<file path="src/psbp_pkg.sv">
// constants and carrier types for the parallel slave byte port
// assumes a single 125 MHz clock domain and an 8-bit register address
package psbp_pkg;

    // register addresses, kept as the printed offsets
    localparam logic [7:0] ADDR_BYTE_PORT_LATCH    = 8'h08;
    localparam logic [7:0] ADDR_STROBE_PIN_PORT    = 8'h09;
    localparam logic [7:0] ADDR_PERIPH_IRQ_FLAGS   = 8'h0C;
    localparam logic [7:0] ADDR_BYTE_PORT_LATCH_DIRECTION    = 8'h88;
    localparam logic [7:0] ADDR_SLAVE_STATUS_DIR   = 8'h89;
    localparam logic [7:0] ADDR_PERIPH_IRQ_ENABLES = 8'h8C;
    localparam logic [7:0] ADDR_ANALOG_PIN_SETUP   = 8'h9F;

    // slave_status_direction field positions
    localparam int BIT_INPUT_FULL     = 7;
    localparam int BIT_OUTPUT_FULL    = 6;
    localparam int BIT_INPUT_OVERFLOW = 5;
    localparam int BIT_SLAVE_SELECT   = 4;
    localparam int BIT_STROBE_DIR_HI  = 2;

    // flag and enable position in the interrupt flag and enable registers
    localparam int BIT_PORT_IRQ = 7;

    // implemented bits of the analog pin setup register
    localparam logic [7:0] ANALOG_SETUP_MASK = 8'h8F;

    // reset values
    localparam logic [7:0] RST_PERIPH_IRQ_FLAGS   = 8'h00;
    localparam logic [7:0] RST_PERIPH_IRQ_ENABLES = 8'h00;
    localparam logic [7:0] RST_ANALOG_PIN_SETUP   = 8'h00;
    localparam logic [7:0] RST_BYTE_PORT_LATCH_DIRECTION    = 8'hFF;
    localparam logic [2:0] RST_STROBE_DIRECTION   = 3'h7;
    localparam logic [7:0] RST_BYTE               = 8'h00;

    // internal phase clock: four clock cycles per instruction cycle
    localparam logic [1:0] PHASE_TWO  = 2'h1;
    localparam logic [1:0] PHASE_FOUR = 2'h3;

    // host strobe pins as seen on the strobe pin port
    typedef struct packed {
        logic chip_select_n;
        logic store_strobe_n;
        logic read_strobe_n;
    } psbp_strobe_t;

    // firmware register request
    typedef struct packed {
        logic       wr;
        logic       rd;
        logic [7:0] addr;
        logic [7:0] wdata;
    } psbp_reg_req_t;

    // completion tracking after a strobe release
    typedef enum logic [1:0] {
        CMP_IDLE,
        CMP_WAIT_TWO,
        CMP_WAIT_FOUR
    } psbp_cmp_state_t;

endpackage : psbp_pkg

</file>
<file path="src/psbp_slave_port.sv">
// parallel slave byte port: host-facing byte latch, status flags and register file
// assumes strobe and data pins arrive asynchronously; registers via a plain port
//
// Notes on behaviour
// slave_port_select turns data pins into a host read/write byte port.
// two latches at one address: firmware writes output, reads input latch.
// byte_port_latch_direction is ignored in slave mode; host strobes steer data pins.
// host write ends on strobe release; input_full_flag set at phase_four after phase_two.
// port_irq_flag is set together with input_full_flag on host write.
// in slave mode only a firmware read of the input latch clears input_full_flag.
// host write while input_full_flag still set raises input_overflow_flag.
// input_overflow_flag stays until firmware clears it, even outside slave mode.
// host read clears output_full_flag as soon as both strobes are seen low.
// host read release sets port_irq_flag at phase_four after next phase_two.
// output_full_flag stays low after host read until firmware writes latch.
// input_full_flag and output_full_flag held zero while slave mode is off.
// firmware clears port_irq_flag; interrupt request only while port_irq_enable set.
// firmware sets the three strobe direction bits to inputs first.
// firmware sets analog_pin_config so strobe pins are digital first.
// strobe direction bits 2..0: one is input, zero is output, reset ones.
// low read strobe is a read only while chip select is also low.
// bit 3 of strobe_pin_port_direction is unimplemented and reads zero.
// host strobes and data pass two flip-flops before any flag logic.
// slave mode selects TTL input thresholds on data and strobe pins.
//
// Design decision made here: the strobed register port.
`timescale 1ns/1ns
`default_nettype none

module psbp_slave_port (
    input  wire logic       clock,
    input  wire logic       rst,
    input  wire logic [7:0] reg_addr,
    input  wire logic [7:0] reg_wdata,
    input  wire logic       reg_wr,
    input  wire logic       reg_rd,
    output logic      [7:0] reg_rdata,
    input  wire logic [7:0] data_port_in,
    output logic      [7:0] data_port_out,
    output logic      [7:0] data_port_oe,
    input  wire logic [2:0] strobe_pin_in,
    output logic      [2:0] strobe_pin_out,
    output logic      [2:0] strobe_pin_oe,
    output logic            ttl_threshold_sel,
    output logic            port_irq
);

    // ----------------------------------------------------------------
    // input synchronisers
    // ----------------------------------------------------------------
    logic [7:0]           data_meta_reg;
    logic [7:0]           data_sync_reg;
    psbp_pkg::psbp_strobe_t strobe_meta_reg;
    psbp_pkg::psbp_strobe_t strobe_sync_reg;
    psbp_pkg::psbp_reg_req_t req;

    // two stages on every pin; the first stage feeds only the second
    always_ff @(posedge clock or posedge rst) begin
        if (rst) begin
            data_meta_reg   <= 8'h00;
            data_sync_reg   <= 8'h00;
            strobe_meta_reg <= '1;
            strobe_sync_reg <= '1;
        end else begin
            data_meta_reg   <= data_port_in;
            data_sync_reg   <= data_meta_reg;
            strobe_meta_reg <= {strobe_pin_in[2], strobe_pin_in[1], strobe_pin_in[0]};
            strobe_sync_reg <= strobe_meta_reg;
        end
    end

    assign req = '{wr: reg_wr, rd: reg_rd, addr: reg_addr, wdata: reg_wdata};

    // ----------------------------------------------------------------
    // control registers
    // ----------------------------------------------------------------
    logic       slave_port_select_reg;
    logic [2:0] strobe_pin_port_direction_reg;
    logic [7:0] byte_port_latch_direction_reg;
    logic [7:0] irq_enables_reg;
    logic [7:0] analog_setup_reg;
    logic [7:0] out_latch_reg;
    logic [2:0] strobe_out_latch_reg;

    // plain firmware-written configuration
    always_ff @(posedge clock or posedge rst) begin
        if (rst) begin
            slave_port_select_reg <= 1'b0;
            strobe_pin_port_direction_reg   <= psbp_pkg::RST_STROBE_DIRECTION;
            byte_port_latch_direction_reg   <= psbp_pkg::RST_BYTE_PORT_LATCH_DIRECTION;
            irq_enables_reg       <= psbp_pkg::RST_PERIPH_IRQ_ENABLES;
            analog_setup_reg      <= psbp_pkg::RST_ANALOG_PIN_SETUP;
            out_latch_reg         <= psbp_pkg::RST_BYTE;
            strobe_out_latch_reg  <= 3'h0;
        end else if (req.wr) begin
            case (req.addr)
                psbp_pkg::ADDR_SLAVE_STATUS_DIR: begin
                    slave_port_select_reg <= req.wdata[psbp_pkg::BIT_SLAVE_SELECT];
                    strobe_pin_port_direction_reg   <= req.wdata[psbp_pkg::BIT_STROBE_DIR_HI:0];
                end
                psbp_pkg::ADDR_BYTE_PORT_LATCH_DIRECTION:    byte_port_latch_direction_reg <= req.wdata;
                psbp_pkg::ADDR_PERIPH_IRQ_ENABLES: irq_enables_reg     <= req.wdata;
                psbp_pkg::ADDR_ANALOG_PIN_SETUP: begin
                    analog_setup_reg <= req.wdata & psbp_pkg::ANALOG_SETUP_MASK;
                end
                psbp_pkg::ADDR_BYTE_PORT_LATCH:    out_latch_reg <= req.wdata;
                psbp_pkg::ADDR_STROBE_PIN_PORT:    strobe_out_latch_reg <= req.wdata[2:0];
                default: ;
            endcase
        end
    end

    // ----------------------------------------------------------------
    // phase clock and host strobe decode
    // ----------------------------------------------------------------
    logic [1:0] phase_cnt_reg;
    logic       wr_act;
    logic       rd_act;
    logic       wr_act_prev_reg;
    logic       rd_act_prev_reg;
    logic       wr_release;
    logic       rd_release;
    logic       rd_start;

    // free-running four-phase counter stands in for the instruction phases
    always_ff @(posedge clock or posedge rst) begin
        if (rst) begin
            phase_cnt_reg <= 2'h0;
        end else begin
            phase_cnt_reg <= phase_cnt_reg + 2'h1;
        end
    end

    // chip select qualifies both strobes; level triggered
    assign wr_act = slave_port_select_reg & ~strobe_sync_reg.chip_select_n
                    & ~strobe_sync_reg.store_strobe_n;
    assign rd_act = slave_port_select_reg & ~strobe_sync_reg.chip_select_n
                    & ~strobe_sync_reg.read_strobe_n;

    always_ff @(posedge clock or posedge rst) begin
        if (rst) begin
            wr_act_prev_reg <= 1'b0;
            rd_act_prev_reg <= 1'b0;
        end else begin
            wr_act_prev_reg <= wr_act;
            rd_act_prev_reg <= rd_act;
        end
    end

    assign wr_release = wr_act_prev_reg & ~wr_act;
    assign rd_release = rd_act_prev_reg & ~rd_act;
    assign rd_start   = rd_act & ~rd_act_prev_reg;

    // ----------------------------------------------------------------
    // completion timing: next phase_two, then its phase_four
    // ----------------------------------------------------------------
    psbp_pkg::psbp_cmp_state_t wr_cmp_reg;
    psbp_pkg::psbp_cmp_state_t rd_cmp_reg;
    logic                      wr_done;
    logic                      rd_done;

    // a mode drop abandons a pending completion, the full flags are held clear anyway
    always_ff @(posedge clock or posedge rst) begin
        if (rst) begin
            wr_cmp_reg <= psbp_pkg::CMP_IDLE;
        end else if (!slave_port_select_reg) begin
            wr_cmp_reg <= psbp_pkg::CMP_IDLE;
        end else begin
            case (wr_cmp_reg)
                psbp_pkg::CMP_IDLE: if (wr_release) wr_cmp_reg <= psbp_pkg::CMP_WAIT_TWO;
                psbp_pkg::CMP_WAIT_TWO: if (phase_cnt_reg == psbp_pkg::PHASE_TWO)
                    wr_cmp_reg <= psbp_pkg::CMP_WAIT_FOUR;
                psbp_pkg::CMP_WAIT_FOUR: if (phase_cnt_reg == psbp_pkg::PHASE_FOUR)
                    wr_cmp_reg <= psbp_pkg::CMP_IDLE;
                default: wr_cmp_reg <= psbp_pkg::CMP_IDLE;
            endcase
        end
    end

    always_ff @(posedge clock or posedge rst) begin
        if (rst) begin
            rd_cmp_reg <= psbp_pkg::CMP_IDLE;
        end else if (!slave_port_select_reg) begin
            rd_cmp_reg <= psbp_pkg::CMP_IDLE;
        end else begin
            case (rd_cmp_reg)
                psbp_pkg::CMP_IDLE: if (rd_release) rd_cmp_reg <= psbp_pkg::CMP_WAIT_TWO;
                psbp_pkg::CMP_WAIT_TWO: if (phase_cnt_reg == psbp_pkg::PHASE_TWO)
                    rd_cmp_reg <= psbp_pkg::CMP_WAIT_FOUR;
                psbp_pkg::CMP_WAIT_FOUR: if (phase_cnt_reg == psbp_pkg::PHASE_FOUR)
                    rd_cmp_reg <= psbp_pkg::CMP_IDLE;
                default: rd_cmp_reg <= psbp_pkg::CMP_IDLE;
            endcase
        end
    end

    assign wr_done = (wr_cmp_reg == psbp_pkg::CMP_WAIT_FOUR)
                     && (phase_cnt_reg == psbp_pkg::PHASE_FOUR);
    assign rd_done = (rd_cmp_reg == psbp_pkg::CMP_WAIT_FOUR)
                     && (phase_cnt_reg == psbp_pkg::PHASE_FOUR);

    // ----------------------------------------------------------------
    // input latch and status flags
    // ----------------------------------------------------------------
    logic [7:0] in_latch_reg;
    logic       input_full_flag_reg;
    logic       output_full_flag_reg;
    logic       input_overflow_flag_reg;
    logic       port_irq_flag_reg;
    logic       fw_read_latch;
    logic       fw_write_latch;
    logic       fw_write_status;

    assign fw_read_latch   = req.rd && (req.addr == psbp_pkg::ADDR_BYTE_PORT_LATCH);
    assign fw_write_latch  = req.wr && (req.addr == psbp_pkg::ADDR_BYTE_PORT_LATCH);
    assign fw_write_status = req.wr && (req.addr == psbp_pkg::ADDR_SLAVE_STATUS_DIR);

    // the latch tracks the bus while the host holds its write, so the last
    // sampled byte is what remains once the strobe lifts
    always_ff @(posedge clock or posedge rst) begin
        if (rst) begin
            in_latch_reg <= psbp_pkg::RST_BYTE;
        end else if (wr_act) begin
            in_latch_reg <= data_sync_reg;
        end
    end

    // hardware set wins over a same-cycle firmware read
    always_ff @(posedge clock or posedge rst) begin
        if (rst) begin
            input_full_flag_reg <= 1'b0;
        end else if (!slave_port_select_reg) begin
            input_full_flag_reg <= 1'b0;
        end else if (wr_done) begin
            input_full_flag_reg <= 1'b1;
        end else if (fw_read_latch) begin
            input_full_flag_reg <= 1'b0;
        end
    end

    // a firmware write refilling the latch wins over a host read start
    always_ff @(posedge clock or posedge rst) begin
        if (rst) begin
            output_full_flag_reg <= 1'b0;
        end else if (!slave_port_select_reg) begin
            output_full_flag_reg <= 1'b0;
        end else if (fw_write_latch) begin
            output_full_flag_reg <= 1'b1;
        end else if (rd_start) begin
            output_full_flag_reg <= 1'b0;
        end
    end

    // sticky across mode changes; only a firmware write of zero clears it
    always_ff @(posedge clock or posedge rst) begin
        if (rst) begin
            input_overflow_flag_reg <= 1'b0;
        end else if (wr_done && input_full_flag_reg) begin
            input_overflow_flag_reg <= 1'b1;
        end else if (fw_write_status) begin
            input_overflow_flag_reg <= req.wdata[psbp_pkg::BIT_INPUT_OVERFLOW];
        end
    end

    always_ff @(posedge clock or posedge rst) begin
        if (rst) begin
            port_irq_flag_reg <= psbp_pkg::RST_PERIPH_IRQ_FLAGS[psbp_pkg::BIT_PORT_IRQ];
        end else if (wr_done || rd_done) begin
            port_irq_flag_reg <= 1'b1;
        end else if (req.wr && (req.addr == psbp_pkg::ADDR_PERIPH_IRQ_FLAGS)) begin
            port_irq_flag_reg <= req.wdata[psbp_pkg::BIT_PORT_IRQ];
        end
    end

    // ----------------------------------------------------------------
    // pin drivers and interrupt request
    // ----------------------------------------------------------------
    // data pins: host read strobes set direction in slave mode, else byte_port_latch_direction
    always_ff @(posedge clock or posedge rst) begin
        if (rst) begin
            data_port_out     <= psbp_pkg::RST_BYTE;
            data_port_oe      <= 8'h00;
            strobe_pin_out    <= 3'h0;
            strobe_pin_oe     <= 3'h0;
            ttl_threshold_sel <= 1'b0;
            port_irq          <= 1'b0;
        end else begin
            data_port_out     <= out_latch_reg;
            data_port_oe      <= slave_port_select_reg ? {8{rd_act}}
                                                       : ~byte_port_latch_direction_reg;
            strobe_pin_out    <= strobe_out_latch_reg;
            strobe_pin_oe     <= ~strobe_pin_port_direction_reg;
            ttl_threshold_sel <= slave_port_select_reg;
            port_irq          <= port_irq_flag_reg
                                 & irq_enables_reg[psbp_pkg::BIT_PORT_IRQ];
        end
    end

    // ----------------------------------------------------------------
    // register read port
    // ----------------------------------------------------------------
    logic [7:0] rdata_next;

    always_comb begin
        rdata_next = 8'h00;
        case (req.addr)
            psbp_pkg::ADDR_BYTE_PORT_LATCH: begin
                rdata_next = slave_port_select_reg ? in_latch_reg : data_sync_reg;
            end
            psbp_pkg::ADDR_STROBE_PIN_PORT: begin
                rdata_next = {5'h00, strobe_sync_reg.chip_select_n,
                              strobe_sync_reg.store_strobe_n,
                              strobe_sync_reg.read_strobe_n};
            end
            psbp_pkg::ADDR_PERIPH_IRQ_FLAGS:   rdata_next = {port_irq_flag_reg, 7'h00};
            psbp_pkg::ADDR_BYTE_PORT_LATCH_DIRECTION: rdata_next = byte_port_latch_direction_reg;
            psbp_pkg::ADDR_SLAVE_STATUS_DIR: begin
                rdata_next = {input_full_flag_reg, output_full_flag_reg,
                              input_overflow_flag_reg, slave_port_select_reg,
                              1'b0, strobe_pin_port_direction_reg};
            end
            psbp_pkg::ADDR_PERIPH_IRQ_ENABLES: rdata_next = irq_enables_reg;
            psbp_pkg::ADDR_ANALOG_PIN_SETUP:   rdata_next = analog_setup_reg;
            default: rdata_next = 8'h00;
        endcase
    end

    // data stand only in the cycle after the read strobe
    always_ff @(posedge clock or posedge rst) begin
        if (rst) begin
            reg_rdata <= 8'h00;
        end else begin
            reg_rdata <= req.rd ? rdata_next : 8'h00;
        end
    end

    // ----------------------------------------------------------------
    // assertions
    // ----------------------------------------------------------------
    localparam int CMP_LO = 3;
    localparam int CMP_HI = 8;
endmodule : psbp_slave_port

`default_nettype wire

</file>
<file path="config.mk">
export PLATFORM = sky130hd
export DESIGN_NAME = psbp_slave_port
export DESIGN_NICKNAME = d
export VERILOG_FILES = /design/src/psbp_pkg.sv /design/src/psbp_slave_port.sv
export SDC_FILE = /design/constraint.sdc
export NUM_CORES = 1
export LEC_CHECK = 0
export BUFFER_PORTS_ARGS = -buffer_cell sky130_fd_sc_hd__buf_2
export CORE_MARGIN = 3
export CORE_UTILIZATION = 29
export CTS_CLUSTER_SIZE = 40
export DETAILED_ROUTE_END_ITERATION = 16
export GPL_ROUTABILITY_DRIVEN = 1
export SETUP_SLACK_MARGIN = 0.1
export SLEW_MARGIN = 20
export SYNTH_ARGS = -nofsm -noshare
export SYNTH_HDL_FRONTEND = slang
export SYNTH_SLANG_ARGS = --single-unit
</file>
<file path="constraint.sdc">
create_clock -name clock -period 4.9 [get_ports clock]
set_input_delay 1.225 -clock clock [delete_from_list [all_inputs] [get_ports clock]]
set_output_delay 1.225 -clock clock [all_outputs]
set_load 0.005 [all_outputs]
</file>
==> results of run 1 <==
## worst max-delay path, stage by stage
cell and delay, ns:
buf_2 0.32, nor4b_2 0.70, nand4_2 0.38, mux2_2 0.37
## per-stage QoR
stage / hold WS [ns] / total power [mW] / area [µm²] / utilization (%) / cells
5_1_grt: 0.354 / 1.85 / 5030 / 35.7 / 553
3_5_place_dp: 0.335 / 1.12 / 4760 / 33.8 / 537
2_1_floorplan: 0.331 / 1.06 / 4250 / - / 303
4_1_cts: 0.350 / 1.79 / 5030 / 35.7 / 553
6_report: 0.348 / 1.77 / 5030 / 35.7 / 553
3_3_place_gp: 0.333 / 1.12 / 4760 / 33.8 / 537
## layout make-up
class,count,area [µm²]
repair buffers,66,340
multi-input cells,170,1380
clock buffers,11,233
well taps,180,225
fillers,1377,9060
clock inverters,5,37.5
flip-flops and latches,110,2770
inverters,11,43.8
## report_power, final
| group | leakage [nW] | internal (mW) | switching, mW | total [mW] |
|---|---|---|---|---|
| Combinational | 0.773 | 0.0512 | 0.0652 | 0.116 |
| Clock | 0.126 | 0.346 | 0.319 | 0.665 |
| Sequential | 1.36 | 0.960 | 0.0235 | 0.984 |
| Total | 2.26 | 1.36 | 0.408 | 1.77 |
## path summary, 6_finish.rpt
kind | startpoint | end | slack (ns)
setup / recovery | reg_addr[7] | irq_enables_reg[1] | 2.13
hold / removal | data_meta_reg[4] | data_sync_reg[4] | 0.35
setup reg to reg | slave_port_select_reg | reg_rdata[5] | 3.25
hold reg to reg | data_meta_reg[4] | data_sync_reg[4] | 0.35
max in group asynchronous | rst | strobe_meta_reg[0] | 3.03
min in group asynchronous | rst | data_port_out[5] | 0.98
## synth_stat cells (all sizes together), types with 4 or more instances
| cell type | n | area, µm² |
|---|---|---|
| nand3b | 8 | 60.1 |
| nand2 | 21 | 81.3 |
| clkbuf | 8 | 30.0 |
| and2 | 6 | 37.5 |
| buf | 4 | 21.3 |
| nor3 | 4 | 31.3 |
| mux2i | 8 | 80.1 |
| mux2 | 49 | 552 |
| inv | 11 | 41.3 |
| nand3 | 9 | 50.1 |
| dfrtp | 93 | 2330 |
| nor2 | 5 | 21.3 |
| o21ai | 16 | 80.1 |
| dfstp | 17 | 447 |
## kinds of logic (layout without fill, tap and decap cells)
kind of cell	after synthesis	after routing	share of synthesized area (%)
flip-flops	110	110	65.3
AO/OA/AOI/OAI	39	39	6.37
buffers and inverters	23	93	2.18
AND/OR/NAND/NOR	72	72	10.6
multiplexers	57	57	14.9
adder cells (fa/ha/maj)	2	2	0.589
## metal layers
layer  vias up  share of wire (%)  track usage (%)
li1       1203                  -                -
met1      1283                 47             16.4
met2        93                 44             17.3
met3        12                7.7             3.80
met4         0                1.9             4.92
met5         -                  0                0
==> flow_metrics.tcl, run 1 <==
set metrics [dict create \
    cp-start-kind "input pin" \
    setup_viol 0 \
    worstPathArrival_ns 3.01 \
    postCtsSetupRepairBufs 0 \
    outcome "completed" \
    drive_above_1_share_pct 42.9 \
    place.gp.congestion 0.865 \
    relSlewSlack_pct 48.8 \
    worstSetupPathType "input pin to flop" \
    vdd_ir_drop_max_v 0.000160 \
    clock-sinks 110 \
    dieArea_um2 16100 \
    diodes 0 \
    grt_max_degree 58 \
    path_clk_slew_ns 0.07 \
    crit_fanout 23 \
    first_iter_violations 253 \
    synth.distinct_cells 50 \
    hold-path-cell-count 0 \
    tightest_slew_ns 0.766 \
    die_h_um 127 \
    cap_violations 0 \
    ios 63 \
    pre_cts_ws_ns 1.77 \
    worst_r2r_path_depth 5 \
    start_util_pct 30.1 \
    hpwl_um 6650 \
    vias 2591 \
    finalCriticalPeriod_ns 2.77 \
    syn2layout_area_growth_pct 18.5 \
    syn-num-nets 336 \
    rows 43 \
    cts_inserted_buffers 9 \
    clockBufferDepth 2 \
    numPortBuffers 62 \
    final_common_cell "dfrtp_1" \
    max_freq_mhz 361 \
    cts.repair.resized 0 \
    rsz0062_at_grt "no" \
    drc 0 \
    worst_slack_ns 2.13 \
    wl_um 9230 \
    layout_common_cells "dfrtp_1 (93), buf_2 (62), mux2_2 (49), nand2_1 (20), dfstp_2 (17)" \
    power_density_nw_per_um2 351 \
    finClkSkew_ns 0.00809 \
    synth_area_um2 4250 \
    avgRoutedWirePerCell_um 16.7 \
    root_buffer "clkbuf_16" \
    overflow 0 \
    cts_max_level 3 \
    firstDrtPassIters 4 \
    power_leakage_nw 2.26 \
    synth_edf_count 0 \
    hp-class "flop to flop" \
    grt_pass1_vias 2662 \
    cts_tree "built" \
    syn_avg_cell_area_um2 14.0 \
    post-route-period-util_pct 56.6 \
    grt_usage_pct 11.9 \
    synth_seq_cells 110 \
    vias_per_cell 4.69 \
    maxSlewViolCount 0 \
    clock_latency_ns 0.35 \
    setup_tns_ns 0 \
    yosys_warnings 0 \
    hold_buffers 0 \
    grt_first_pass_wirelength_um 14600 \
    fin_nets 401 \
    seq_area_frac_synth_pct 65.3 \
    die_w_um 127 \
    async_flop_share_pct 100 \
    fp.coreArea_um2 14100 \
    hold_viol_final 0 \
    antenna_left 0 \
    cp.required_ns 5.14 \
    cp-end-kind "flop" \
    antenna_found_initial 0 \
    ys.flop_type "dfrtp_1" \
    synthCells 303 \
]
Note: power is estimated with default switching activity, not from simulation.
==> run 2: changes to the inputs <==
- clock period: 4.9 -> 2.3 ns (I/O delays scaled with it)
==> flow_metrics.tcl, run 2 (synthesized netlist as in run 1, its figures left out) <==
set metrics [dict create \
    grt_max_degree 47 \
    design_area_um2 5160 \
    grt_usage_pct 12.2 \
    die_h_um 127 \
    diodes 0 \
    cap_violations 0 \
    fin_cells 560 \
    cts_max_level 3 \
    power_density_nw_per_um2 773 \
    clock_latency_ns 0.34 \
    rows 43 \
    slowest_stage "or4_1" \
    worstPathArrival_ns 2.13 \
    layout_common_cells "dfrtp_1 (93), buf_2 (62), mux2_2 (49), nand2_1 (20), dfstp_2 (17)" \
    first_iter_violations 172 \
    relSlewSlack_pct 53.7 \
    root_buffer "clkbuf_16" \
    firstDrtPassIters 5 \
    post-route-period-util_pct 80.9 \
    cpPeakStageDelay_ns 0.53 \
    antenna_found_initial 0 \
    hpwl_um 6800 \
    numPortBuffers 62 \
    hp-class "input pin to async pin" \
    max_freq_mhz 537 \
    power_leakage_nw 2.33 \
    setup_viol 0 \
    antenna_left 0 \
    start_util_pct 30.1 \
    tightest_slew_ns 0.691 \
    placed_area_um2 4840 \
    hold_viol_final 0 \
    postCtsSetupRepairBufs 0 \
    die_w_um 127 \
    vdd_ir_drop_max_v 0.000581 \
    cp-end-kind "flop" \
    crit_family "compound AO/OA/AOI/OAI gates" \
    cts.repair.resized 0 \
    vias 2612 \
    dp.cells 544 \
    cp.depth 5 \
    cts_inserted_buffers 9 \
    syn2layout_area_growth_pct 21.5 \
    rsz0062_at_grt "no" \
    final_common_cell "dfrtp_1" \
    finalCriticalPeriod_ns 1.86 \
    vias_per_cell 4.66 \
    path_clk_slew_ns 0.07 \
    cts_tree "built" \
    drive_above_1_share_pct 43.7 \
    fp.coreArea_um2 14100 \
    wl_um 9240 \
    crit_fanout 11 \
    clockBufferDepth 2 \
    clock-sinks 110 \
    ios 63 \
    avgRoutedWirePerCell_um 16.5 \
    outcome "completed" \
    place.gp.congestion 0.883 \
    grt_first_pass_wirelength_um 15100 \
    drc 0 \
    overflow 0 \
    fin_nets 408 \
    crit_buf_inv 1 \
    hold_buffers 0 \
    fillers 1408 \
    grt_pass1_vias 2718 \
    finClkSkew_ns 0.00725 \
    cp.required_ns 2.57 \
    cp-start-kind "input pin" \
    worst_r2r_path_depth 4 \
    maxSlewViolCount 0 \
    dieArea_um2 16100 \
    setup_tns_ns 0 \
    crit_chain "buf_2 -> or4_1 -> a2111oi_2 -> o31ai_2 -> a31oi_1" \
    worstSetupPathType "input pin to flop" \
]
-- run 2: changes by cell type in the layout (fill, tap and decap cells not counted), sizes merged --
cell / before / now
clkinv: 3 / 0
bufinv: 0 / 2
clkbuf: 11 / 13
buf: 66 / 73
inv: 11 / 10
-- run 2: stage by stage --
stage | worst slack [ns] | utilization (%) | hold WS [ns] | total power, mW
3_5_place_dp | 0.0509 | 34.3 | 0.335 | 2.40
4_1_cts | 0.411 | 36.6 | 0.279 | 4.04
5_1_grt | 0.294 | 36.6 | 0.306 | 4.18
6_report | 0.439 | 36.6 | 0.275 | 3.99
2_1_floorplan | 0.409 | - | 0.331 | 2.26
3_3_place_gp | 0.0873 | 34.3 | 0.332 | 2.39
-- run 2: area by class of cell --
class	count	area, µm²	share of cell area [%]
multi-input combinational	170	1380	26.7
sequential	110	2770	53.8
inverter	11	45.0	0.873
timing repair buffer	73	418	8.10
clock buffer	13	250	4.85
clock inverter	3	67.6	1.31
tap	180	225	4.37
-- run 2: per-layer routing --
metal / global-route usage [%] / wire [µm] / vias up
li1: - / - / 1217
met1: 17.7 / 4360 / 1294
met2: 17.8 / 4160 / 91
met3: 3.34 / 570 / 10
met4: 3.53 / 155 / 0
met5: 0 / 0 / -
-- run 2: worst reg2reg max path, delay by kind of cell (launching register included) --
family	cells	cell delay, ns
AND/OR/NAND/NOR	1	0.20
flip-flops	1	0.37
buffers and inverters	2	0.41
multiplexers	1	0.35
-- run 2: report_power, final --
group / internal (mW) / switching, mW / leakage [nW]
Combinational: 0.119 / 0.144 / 0.815
Clock: 0.986 / 0.648 / 0.150
Sequential: 2.05 / 0.0438 / 1.36
-- run 2: path summary, 6_finish.rpt --
check                      slack [ns]                 end                  start
min in group clock               0.33  strobe_meta_reg[2]       strobe_pin_in[2]
setup / recovery                 0.44        reg_rdata[3]            reg_addr[2]
hold / removal                   0.27    data_port_out[6]                    rst
setup reg to reg                 0.88     in_latch_reg[3]  slave_port_select_reg
max in group asynchronous        1.38  strobe_sync_reg[1]                    rst
hold reg to reg                  0.35    data_sync_reg[1]       data_meta_reg[1]
